--- src/inc/wdt_pkg.sv ---
// Constants and types shared by the watchdog and power-control block
package wdt_pkg;
    // Register byte addresses: register index times four
    localparam logic [7:0]  PWRCTL_INDEX      = 8'h87;
    localparam logic [7:0]  WDC_INDEX         = 8'h8f;
    localparam logic [9:0]  PWRCTL_ADDR       = {PWRCTL_INDEX, 2'b00};
    localparam logic [9:0]  WDC_ADDR          = {WDC_INDEX, 2'b00};
    localparam int          ADDR_W            = 10;
    // Watchdog control fields
    localparam int          WDC_EN_BIT        = 7;
    localparam int          WDC_RESTART_BIT   = 6;
    localparam int          WDC_IDLE_RUN_BIT  = 5;
    localparam int          WDC_SEL_LSB       = 0;
    localparam int          WDC_SEL_W         = 3;
    // Power control fields
    localparam int          PC_COLD_BIT       = 4;
    localparam int          PC_UF1_BIT        = 3;
    localparam int          PC_UF0_BIT        = 2;
    localparam int          PC_PDOWN_BIT      = 1;
    localparam int          PC_IDLE_BIT       = 0;
    localparam logic [7:0]  PC_RESET_VAL      = 8'h00;
    localparam logic [7:0]  WDC_RESET_VAL     = 8'h00;
    // Divider chain
    localparam int          TIMER_W           = 14;
    localparam int          PRESC_W           = 8;
    localparam logic [3:0]  OSC_PER_MC        = 4'hc;
    localparam logic [3:0]  CLKDIV_PER_MC     = 4'h6;
    localparam logic [3:0]  RST_HOLD_MC       = 4'h2;
    // AHB transfer types
    localparam logic [1:0]  HTRANS_NONSEQ     = 2'h2;
    localparam logic [1:0]  HTRANS_SEQ        = 2'h3;

    typedef enum logic [2:0] {
        PWR_RUN   = 3'b001,
        PWR_IDLE  = 3'b010,
        PWR_DOWN  = 3'b100
    } pwr_state_t;
endpackage : wdt_pkg

--- src/hw/wdt_power_top.sv ---
// Watchdog and power control registers behind an AHB-Lite slave
//
// Function
// - Watchdog is a divider chain from system clock with selectable tap.
// - Enabled watchdog time-out causes a full system reset.
// - Any reset leaves the watchdog disabled.
// - Any reset clears the 14-bit timer and prescaler.
// - Watchdog control at 8FH: enable, restart, run-in-sleep, divider select.
// - Enable bit starts counting; clearing it stops time-outs.
// - Writing restart clears timer and prescaler; bit self-clears.
// - Timer, prescaler and restart bit are zero by next machine cycle.
// - Run-in-sleep lets watchdog run in idle; defaults clear.
// - Divider select gives ratio two to the (code plus one).
// - Time-out is oscillator period times 2^14 times ratio times 12.
// - Cold-boot flag set on power-on reset, software clearable.
// - User flags are plain read/write storage.
// - Writing power-down request enters power-down mode.
// - Writing sleep request enters idle mode.
// - Input clock is halved before internal use.
// - Idle gates the core clock; any interrupt or reset ends it.
// - Power-down stops all clocks; only reset ends it.
// - Reset clears power control except the cold-boot flag.
//
// Added by the designer: the AHB-Lite interface to the registers.
`timescale 1ns/1ps
module wdt_power_top (
    // Clock and reset
    input  wire logic                       I_CLOCK,
    input  wire logic                       I_RST_N,
    input  wire logic                       I_POR_N,
    // AHB-Lite slave
    input  wire logic                       I_HSEL,
    input  wire logic [wdt_pkg::ADDR_W-1:0] I_HADDR,
    input  wire logic [1:0]                 I_HTRANS,
    input  wire logic                       I_HWRITE,
    input  wire logic [2:0]                 I_HSIZE,
    input  wire logic [31:0]                I_HWDATA,
    input  wire logic                       I_HREADY,
    output logic [31:0]                     O_HRDATA,
    output logic                            O_HREADYOUT,
    output logic                            O_HRESP,
    // System
    input  wire logic                       I_IRQ,
    output logic                            O_SYS_RST,
    output logic                            O_CPU_CLK_EN,
    output logic                            O_PERIPH_CLK_EN,
    output logic                            O_OSC_EN,
    output logic                            O_HALF_CLK,
    output logic                            O_MC_TICK
);
    import wdt_pkg::*;

    ////////////////////////////////////////////////////////////////////////////
    // Register state
    logic                    cold_reg;
    logic                    cold_next;
    logic [7:0]              pc_reg;
    logic [7:0]              pc_next;
    logic [7:0]              wdc_reg;
    logic [7:0]              wdc_next;
    logic                    restart_pend_reg;
    logic                    restart_pend_next;
    logic                    wr_pend_reg;
    logic                    wr_pend_next;
    logic [ADDR_W-1:0]       wr_addr_reg;
    logic [ADDR_W-1:0]       wr_addr_next;
    logic [31:0]             rdata_reg;
    logic [31:0]             rdata_next;
    pwr_state_t              pwr_reg;
    pwr_state_t              pwr_next;
    logic [3:0]              rst_cnt_reg;
    logic [3:0]              rst_cnt_next;
    logic                    sys_rst_reg;
    logic                    sys_rst_next;
    logic                    cpu_en_reg;
    logic                    cpu_en_next;
    logic                    per_en_reg;
    logic                    per_en_next;
    logic                    osc_en_reg;
    logic                    osc_en_next;
    logic                    por_seen_reg;
    logic                    cold_in;

    logic                    half;
    logic                    tick;
    logic                    wdt_timeout;
    logic [TIMER_W-1:0]      wdt_timer;
    logic                    wdt_adv;
    logic                    wdt_clear;
    logic                    addr_ok;
    logic                    wr_go;
    logic [7:0]              wbyte;
    logic [1:0]              wr_hit;

    // One-hot select: bit 0 power control, bit 1 watchdog control
    function automatic logic [1:0] reg_hit(input logic [ADDR_W-1:0] a);
        return {a == WDC_ADDR, a == PWRCTL_ADDR};
    endfunction : reg_hit

    function automatic logic [7:0] reg_read(input logic [ADDR_W-1:0] a,
                                            input logic [7:0] pc,
                                            input logic [7:0] wd);
        logic [1:0] hit;
        hit = reg_hit(a);
        if (hit[0])
            return pc;
        else if (hit[1])
            return wd;
        else
            return 8'h00;
    endfunction : reg_read

    ////////////////////////////////////////////////////////////////////////////
    // Clock halver and machine-cycle tick; stopped in power-down
    mc_tick u_tick (
        .i_clk   (I_CLOCK),
        .i_rst_n (I_RST_N),
        .i_run   (pwr_reg != PWR_DOWN),
        .o_half  (half),
        .o_tick  (tick)
    );

    assign wdt_clear = restart_pend_reg;
    assign wdt_adv   = tick && wdc_reg[WDC_EN_BIT]
                       && (pwr_reg == PWR_RUN || (pwr_reg == PWR_IDLE && wdc_reg[WDC_IDLE_RUN_BIT]));

    wdt_chain u_chain (
        .i_clk     (I_CLOCK),
        .i_rst_n   (I_RST_N),
        .i_adv     (wdt_adv),
        .i_clear   (wdt_clear),
        .i_sel     (wdc_reg[WDC_SEL_LSB +: WDC_SEL_W]),
        .o_timeout (wdt_timeout),
        .o_timer   (wdt_timer)
    );

    ////////////////////////////////////////////////////////////////////////////
    // AHB-Lite slave: zero wait states, always OKAY
    assign addr_ok = I_HSEL && I_HREADY && (I_HTRANS == HTRANS_NONSEQ || I_HTRANS == HTRANS_SEQ);
    assign wr_go   = wr_pend_reg;
    assign wbyte   = I_HWDATA[7:0];
    assign wr_hit  = reg_hit(wr_addr_reg);

    always_comb begin
        wr_pend_next = addr_ok && I_HWRITE;
        wr_addr_next = (addr_ok && I_HWRITE) ? I_HADDR : wr_addr_reg;
        rdata_next   = rdata_reg;
        if (addr_ok && !I_HWRITE)
            rdata_next = {24'h000000, reg_read(I_HADDR, pc_reg, wdc_reg)};
    end

    ////////////////////////////////////////////////////////////////////////////
    // Register updates
    always_comb begin
        pc_next           = pc_reg;
        wdc_next          = wdc_reg;
        cold_next         = cold_reg;
        restart_pend_next = 1'b0;
        // Restart bit clears itself once the chain is cleared
        if (restart_pend_reg)
            wdc_next[WDC_RESTART_BIT] = 1'b0;
        // Wake from idle on interrupt
        if (pwr_reg == PWR_IDLE && I_IRQ)
            pc_next[PC_IDLE_BIT] = 1'b0;
        if (wr_go && wr_hit[0]) begin
            cold_next             = wbyte[PC_COLD_BIT];
            pc_next[PC_UF1_BIT]   = wbyte[PC_UF1_BIT];
            pc_next[PC_UF0_BIT]   = wbyte[PC_UF0_BIT];
            pc_next[PC_PDOWN_BIT] = wbyte[PC_PDOWN_BIT];
            pc_next[PC_IDLE_BIT]  = wbyte[PC_IDLE_BIT];
        end
        if (wr_go && wr_hit[1]) begin
            wdc_next[WDC_EN_BIT]                     = wbyte[WDC_EN_BIT];
            wdc_next[WDC_RESTART_BIT]                = wbyte[WDC_RESTART_BIT];
            wdc_next[WDC_IDLE_RUN_BIT]               = wbyte[WDC_IDLE_RUN_BIT];
            wdc_next[WDC_SEL_LSB +: WDC_SEL_W]       = wbyte[WDC_SEL_LSB +: WDC_SEL_W];
            restart_pend_next                        = wbyte[WDC_RESTART_BIT];
        end
        pc_next[PC_COLD_BIT] = cold_next;
        pc_next[7:5]         = 3'h0;
        wdc_next[4:3]        = 2'h0;
    end

    ////////////////////////////////////////////////////////////////////////////
    // Power mode and clock enables
    always_comb begin
        pwr_next = pwr_reg;
        case (pwr_reg)
            PWR_RUN: begin
                if (pc_next[PC_PDOWN_BIT])
                    pwr_next = PWR_DOWN;
                else if (pc_next[PC_IDLE_BIT])
                    pwr_next = PWR_IDLE;
            end
            PWR_IDLE: begin
                if (pc_next[PC_PDOWN_BIT])
                    pwr_next = PWR_DOWN;
                else if (!pc_next[PC_IDLE_BIT])
                    pwr_next = PWR_RUN;
            end
            PWR_DOWN: pwr_next = PWR_DOWN;
            default:  pwr_next = PWR_RUN;
        endcase
        cpu_en_next = (pwr_next == PWR_RUN);
        per_en_next = (pwr_next != PWR_DOWN);
        osc_en_next = (pwr_next != PWR_DOWN);
    end

    ////////////////////////////////////////////////////////////////////////////
    // Watchdog reset pulse; one extra tick covers a partial first machine cycle
    always_comb begin
        rst_cnt_next = rst_cnt_reg;
        sys_rst_next = 1'b0;
        if (wdt_timeout && wdc_reg[WDC_EN_BIT])
            rst_cnt_next = RST_HOLD_MC + 4'h1;
        else if (rst_cnt_reg != 4'h0 && tick)
            rst_cnt_next = rst_cnt_reg - 4'h1;
        if (rst_cnt_next != 4'h0)
            sys_rst_next = 1'b1;
    end

    ////////////////////////////////////////////////////////////////////////////
    // Cold-boot flag: caught on power-on reset, survives other resets
    always_comb begin
        cold_in = por_seen_reg ? 1'b1 : cold_next;
    end

    always_ff @(posedge I_CLOCK or negedge I_POR_N) begin
        if (!I_POR_N) begin
            por_seen_reg <= 1'b1;
            cold_reg     <= 1'b1;
        end else begin
            por_seen_reg <= 1'b0;
            cold_reg     <= cold_in;
        end
    end

    // Register file
    always_ff @(posedge I_CLOCK or negedge I_RST_N) begin
        if (!I_RST_N) begin
            pc_reg           <= PC_RESET_VAL;
            wdc_reg          <= WDC_RESET_VAL;
            restart_pend_reg <= 1'b0;
        end else begin
            pc_reg           <= pc_next;
            wdc_reg          <= wdc_next;
            restart_pend_reg <= restart_pend_next;
        end
    end

    // Bus state
    always_ff @(posedge I_CLOCK or negedge I_RST_N) begin
        if (!I_RST_N) begin
            wr_pend_reg <= 1'b0;
            wr_addr_reg <= '0;
            rdata_reg   <= 32'h00000000;
        end else begin
            wr_pend_reg <= wr_pend_next;
            wr_addr_reg <= wr_addr_next;
            rdata_reg   <= rdata_next;
        end
    end

    // Power mode and clock enables
    always_ff @(posedge I_CLOCK or negedge I_RST_N) begin
        if (!I_RST_N) begin
            pwr_reg    <= PWR_RUN;
            cpu_en_reg <= 1'b1;
            per_en_reg <= 1'b1;
            osc_en_reg <= 1'b1;
        end else begin
            pwr_reg    <= pwr_next;
            cpu_en_reg <= cpu_en_next;
            per_en_reg <= per_en_next;
            osc_en_reg <= osc_en_next;
        end
    end

    // Watchdog reset pulse
    always_ff @(posedge I_CLOCK or negedge I_RST_N) begin
        if (!I_RST_N) begin
            rst_cnt_reg <= 4'h0;
            sys_rst_reg <= 1'b0;
        end else begin
            rst_cnt_reg <= rst_cnt_next;
            sys_rst_reg <= sys_rst_next;
        end
    end

    ////////////////////////////////////////////////////////////////////////////
    // Outputs
    assign O_HRDATA        = rdata_reg;
    assign O_HREADYOUT     = 1'b1;
    assign O_HRESP         = 1'b0;
    assign O_SYS_RST       = sys_rst_reg;
    assign O_CPU_CLK_EN    = cpu_en_reg;
    assign O_PERIPH_CLK_EN = per_en_reg;
    assign O_OSC_EN        = osc_en_reg;
    assign O_HALF_CLK      = half;
    assign O_MC_TICK       = tick;
endmodule : wdt_power_top

--- src/hw/mc_tick.sv ---
// Clock halver and machine-cycle tick generator
`timescale 1ns/1ps
module mc_tick (
    // Clock and reset
    input  wire logic       i_clk,
    input  wire logic       i_rst_n,
    // Gating
    input  wire logic       i_run,
    // Outputs
    output logic            o_half,
    output logic            o_tick
);
    import wdt_pkg::*;

    logic       half_reg;
    logic       half_next;
    logic [3:0] cnt_reg;
    logic [3:0] cnt_next;
    logic       tick_reg;
    logic       tick_next;

    always_comb begin
        half_next = i_run ? ~half_reg : half_reg;
        cnt_next  = cnt_reg;
        tick_next = 1'b0;
        if (i_run && half_reg) begin
            if (cnt_reg == CLKDIV_PER_MC - 4'h1) begin
                cnt_next  = 4'h0;
                tick_next = 1'b1;
            end else begin
                cnt_next = cnt_reg + 4'h1;
            end
        end
    end

    always_ff @(posedge i_clk or negedge i_rst_n) begin
        if (!i_rst_n) begin
            half_reg <= 1'b0;
            cnt_reg  <= 4'h0;
            tick_reg <= 1'b0;
        end else begin
            half_reg <= half_next;
            cnt_reg  <= cnt_next;
            tick_reg <= tick_next;
        end
    end

    assign o_half = half_reg;
    assign o_tick = tick_reg;
endmodule : mc_tick

--- src/hw/wdt_chain.sv ---
// Watchdog prescaler and 14-bit timer with selectable tap
`timescale 1ns/1ps
module wdt_chain (
    // Clock and reset
    input  wire logic       i_clk,
    input  wire logic       i_rst_n,
    // Control
    input  wire logic       i_adv,
    input  wire logic       i_clear,
    input  wire logic [2:0] i_sel,
    // Status
    output logic            o_timeout,
    output logic [13:0]     o_timer
);
    import wdt_pkg::*;

    logic [PRESC_W-1:0] presc_reg;
    logic [PRESC_W-1:0] presc_next;
    logic [TIMER_W-1:0] timer_reg;
    logic [TIMER_W-1:0] timer_next;
    logic               to_reg;
    logic               to_next;
    logic [PRESC_W-1:0] tap_mask;

    // Ratio 2^(sel+1): terminal count mask
    function automatic logic [PRESC_W-1:0] sel_mask(input logic [2:0] sel);
        logic [PRESC_W:0] m;
        m = ({{PRESC_W{1'b0}}, 1'b1} << ({1'b0, sel} + 4'h1)) - 9'h1;
        return m[PRESC_W-1:0];
    endfunction : sel_mask

    always_comb begin
        tap_mask   = sel_mask(i_sel);
        presc_next = presc_reg;
        timer_next = timer_reg;
        to_next    = 1'b0;
        if (i_clear) begin
            presc_next = '0;
            timer_next = '0;
        end else if (i_adv) begin
            if ((presc_reg & tap_mask) == tap_mask) begin
                presc_next = '0;
                timer_next = timer_reg + 14'h1;
                to_next    = &timer_reg;
            end else begin
                presc_next = presc_reg + 8'h1;
            end
        end
    end

    always_ff @(posedge i_clk or negedge i_rst_n) begin
        if (!i_rst_n) begin
            presc_reg <= '0;
            timer_reg <= '0;
            to_reg    <= 1'b0;
        end else begin
            presc_reg <= presc_next;
            timer_reg <= timer_next;
            to_reg    <= to_next;
        end
    end

    assign o_timeout = to_reg;
    assign o_timer   = timer_reg;
endmodule : wdt_chain

--- config.mk ---
export PLATFORM = sky130hd
export DESIGN_NAME = wdt_power_top
export DESIGN_NICKNAME = d
export VERILOG_FILES = /design/src/inc/wdt_pkg.sv /design/src/hw/wdt_power_top.sv /design/src/hw/mc_tick.sv /design/src/hw/wdt_chain.sv
export SDC_FILE = /design/constraint.sdc
export NUM_CORES = 1
export LEC_CHECK = 0
export BUFFER_PORTS_ARGS = -buffer_cell sky130_fd_sc_hd__clkbuf_2
export CELL_PAD_IN_SITES_DETAIL_PLACEMENT = 1
export CELL_PAD_IN_SITES_GLOBAL_PLACEMENT = 2
export CORE_MARGIN = 2
export CORE_UTILIZATION = 25
export CTS_CLUSTER_SIZE = 30
export DETAILED_ROUTE_END_ITERATION = 6
export PLACE_DENSITY_LB_ADDON = 0.08
export SYNTH_ARGS = -nofsm -noshare
export SYNTH_HDL_FRONTEND = slang
export SYNTH_HIERARCHICAL = 1
export SYNTH_SLANG_ARGS = --single-unit
--- constraint.sdc ---
create_clock -name I_CLOCK -period 2.54 [get_ports I_CLOCK]
set_input_delay 0 -clock I_CLOCK [delete_from_list [all_inputs] [get_ports I_CLOCK]]
set_output_delay 0 -clock I_CLOCK [all_outputs]
set_load 0.02 [all_outputs]
==> metrics.sh <==
STATUS='completed'
SYNTH_EDF_COUNT=0
LAYOUT_COMMONEST_CELL='sky130_fd_sc_hd__dfrtp_1'
UNREPAIRED_SETUP_ENDPOINTS_AFTER_GLOBAL_ROUTING='true'
DIE_H_UM=127.1
YS_ASYNC_SR_FRACTION_PCT=100.0
LAYOUT.CELLS.NON_FILLER=638
FINALSETUPVIOLATIONS=0
SYNTH_SIMPLE_GATE_AREA_SHARE_PCT=23.76
SYNTHESIS.AREA_PER_INSTANCE_UM2=9.911
FILL_CELLS=1662
N_ANTENNA_CELL=0
ANTENNA_VIOLATING_NETS_POST_ROUTE=0
LAYOUT_WORST_PATH_CYCLE_SHARE_PCT=97.20
INITIAL_ANTENNA_VIOLATION_COUNT=0
ROUTE.DETAILED.DRC=0
TOTAL_I_O_PIN_COUNT=94
TIMING.SLEW.HEADROOM_PCT=55.08
PRE_REPAIR_DR_ITERATION_COUNT=4
MET2WIRELENGTH_MM=4.476
LARGEST_REG_FLOPS=14
PORTBUFFERS=39
YS_FF_LATCH=72
CLOCK_SINK_COUNT=72
LAYOUT.CELLS.MOST_COMMON_LIST='sky130_fd_sc_hd__dfrtp_1, sky130_fd_sc_hd__nand2_1, sky130_fd_sc_hd__clkbuf_2'
SYNTHESIZED_INSTANCE_COUNT=382
SYNTHDISTINCTLIBCELLS=58
MET3WIRELENGTH_UM=278
GRT_MAX_DEGREE=71
FIRST_GLOBAL_VIAS=3105
DETAILROUTE.VIA_COUNT=2986
DRV.MAX_CAP_VIOLATION_COUNT=0
WIRE_LENGTH_OF_THE_FIRST_GLOBAL_ROUTING_PASS_MM=16.11
NETLIST_AREA_UM2=3786
POSTROUTEWIRELENGTH_MM=9.629
TOP_LAYER='met4'
H-TREE-DEPTH=3
WORST_SLEW_PIN_SLEW_NS=0.6731
VIAS_PER_CELL=4.680
CTSLONGESTPATHBUFFERS=2
GLOBAL_ROUTER_S_OVERALL_RESOURCE_USAGE_PCT=12.75
SYNTHESIS.YOSYS.WARNINGS=6
FINAL-MAX-SLEW-VIOLATION-COUNT=0
DIE_W_UM=127.1
SYNTH_TOP_FAMILY_BY_AREA='simple AND/OR/NAND/NOR gates'
PERIOD_MINUS_SLACK_NS=2.469
ARITHMETIC_CELL_SHARE_OF_THE_SYNTHESIZED_AREA_COUNTING_FULL_ADDERS_HALF_ADDERS_AND_MAJORITY_GATES_PCT=1.322
CTSROOTBUFFERMASTER='sky130_fd_sc_hd__clkbuf_16'
TRITONCTS='built'
HOLD_CLASS='in2reg'
CORE_AREA_UM2=14640
POWERDENSITY_nW_PER_UM2=653.5
VDD_DROP_MAX_uV=229.4
SYNTH-COMPOUND-AREA-SHARE_PCT=10.21
CP.REQUIRED_NS=2.76
MET1_LENGTH_MM=4.638
WL_PER_CELL_UM=15.09
POST_SYNTH_MUX_AREA_SHARE_PCT=6.345
P_LEAK_uW=0.002096
SYN_TO_FINAL_GROWTH_PCT=25.71
PATH_CLASS='reg2reg'
WORST_SETUP_PATH_END_KIND='flip-flop'
AREA.SEQUENTIAL_UM2=1808
CLK-INSERTION-DELAY-LATE_NS=0.34
DIE_AREA_UM2=16150
FLOORPLAN.ROWS=44
YOSYSSEQAREASHARE_PCT=47.75
POSTCTSSETUPREPAIRBUFS=0
COMMONEST_REGISTER_CELL_AFTER_SYNTHESIS='sky130_fd_sc_hd__dfrtp_1'
MAXCLOCKFREQUENCY_MHz=405.1
HPWL_MM=6.602
CP-START-KIND='flip-flop'
FINAL.SETUP_SKEW_NS=0.007279
CRITICAL_PATH_ARRIVAL_NS=2.69
POST-PLACE-CELLS=603
GPL_WTD_CONG=0.6968
LAYOUT-DRIVE-GT1-SHARE_PCT=22.91
FIN_NETS=507
HOLD_VIOL=0
FIN_WORST_HOLD_SLACK_NS=0.02453
START_UTIL_PCT=25.85
SYNTH_XOR_AREA_SHARE_PCT=2.313
GRT_OVERFLOW=0
CLKSLEWWORSTSETUPHOLDPATHS_NS=0.06
DRT_ITER0_MARKERS=81
PATH_MAX_FANOUT=22
MULTIINPUTGATEAREA_UM2=1837
CTS-BUFFERS-INSERTED=9
## worst paths after layout
check / endpoint / cells after the start / slack, ns / from
min: O_HRDATA[6] / 4 / 0.02 / I_HWRITE
max: u_chain/o_timer[7] / 8 / 0.07 / wdc_reg[1]
min reg2reg: wr_addr_reg[3] / 2 / 0.47 / wr_addr_reg[3]
min in group asynchronous: por_seen_reg / 2 / 0.17 / I_POR_N
max reg2reg: u_chain/o_timer[7] / 8 / 0.07 / wdc_reg[1]
max in group asynchronous: pwr_reg[0] / 3 / 1.94 / I_RST_N
## kinds of logic (layout without fill, tap and decap cells)
group / count (synthesis) / count (layout)
buf+inv: 50 / 97
fa+ha+maj: 4 / 4
simple gates: 164 / 164
flops: 72 / 72
mux: 22 / 22
xor+xnor: 10 / 10
other cells: 3 / 28
compound gates: 57 / 57
## per-layer routing
layer,GRT usage (%),vias up
li1,-,1440
met3,2.387,14
met1,16.81,1481
met2,20.02,51
met4,6.593,0
met5,0,-
## per-stage QoR
step	util, %	TNS, ns	worst slack, ns	total power, uW	area [um2]
floorplan	-	0	0.09763	1521	3880
global placement	28.37	0	0.07597	1614	4155
detailed placement	28.37	0	0.03424	1626	4155
CTS	32.04	0	0.01802	3171	4692
global route	32.50	-0.1461	-0.03761	3276	4760
finish	32.50	0	0.07118	3110	4760
## cells in the mapped netlist (5+ instances only)
| library cell | count | area, um2 |
|---|---|---|
| sky130_fd_sc_hd__dfrtp_1 | 67 | 1677 |
| sky130_fd_sc_hd__nand2_1 | 58 | 217.7 |
| sky130_fd_sc_hd__buf_4 | 28 | 210.2 |
| sky130_fd_sc_hd__a21oi_1 | 16 | 80.08 |
| sky130_fd_sc_hd__nor2_1 | 16 | 60.06 |
| sky130_fd_sc_hd__o21ai_0 | 13 | 65.06 |
| sky130_fd_sc_hd__inv_1 | 11 | 41.29 |
| sky130_fd_sc_hd__mux2_2 | 11 | 123.9 |
| sky130_fd_sc_hd__nand4_1 | 11 | 68.82 |
| sky130_fd_sc_hd__o31ai_1 | 10 | 75.07 |
| sky130_fd_sc_hd__nor3_1 | 9 | 45.04 |
| sky130_fd_sc_hd__nand2b_1 | 8 | 50.05 |
| sky130_fd_sc_hd__nand3_1 | 8 | 40.04 |
| sky130_fd_sc_hd__nor2b_1 | 8 | 50.05 |
| sky130_fd_sc_hd__clkbuf_1 | 7 | 26.28 |
| sky130_fd_sc_hd__xnor2_1 | 7 | 61.31 |
| sky130_fd_sc_hd__mux2i_1 | 6 | 60.06 |
| sky130_fd_sc_hd__nor3b_1 | 6 | 45.04 |
| sky130_fd_sc_hd__or4_1 | 6 | 45.04 |
| sky130_fd_sc_hd__dfstp_2 | 5 | 131.4 |
| sky130_fd_sc_hd__mux2_1 | 5 | 56.30 |
| sky130_fd_sc_hd__nor4_1 | 5 | 31.28 |
## layout make-up
class / instances / share of cell area (%)
sequential: 72 / 37.99
inverter: 12 / 0.9464
clock inverter: 5 / 2.182
multi-input combinational: 285 / 38.59
clock buffer: 11 / 5.100
tap: 184 / 4.837
timing repair buffer: 69 / 10.36
## what timing repair did
item / CTS / global route
setup endpoints to repair: 0 / 9
gates resized for setup: 0 / 12
hold endpoints to repair: 91 / 0
hold buffers: 19 / 0
## worst max-delay path, stage by stage (launching register included)
cell	delay, ns
sky130_fd_sc_hd__dfrtp_1	0.37
sky130_fd_sc_hd__or3_1	0.37
sky130_fd_sc_hd__ha_1	0.29
sky130_fd_sc_hd__o21ai_0	0.10
sky130_fd_sc_hd__a311oi_2	0.21
sky130_fd_sc_hd__o221ai_2	0.15
sky130_fd_sc_hd__buf_12	0.18
sky130_fd_sc_hd__nor4b_2	0.32
sky130_fd_sc_hd__mux2_1	0.35
## power by group
| part | leakage [uW] | total, uW | internal, uW | switching, uW |
|---|---|---|---|---|
| logic | 0.00100 | 342 | 138 | 204 |
| registers | 0.000925 | 1290 | 1220 | 72.9 |
| clock network | 0.000170 | 1480 | 986 | 493 |
| total | 0.00210 | 3110 | 2340 | 770 |
No activity file was read; power rests on OpenSTA's default activity.
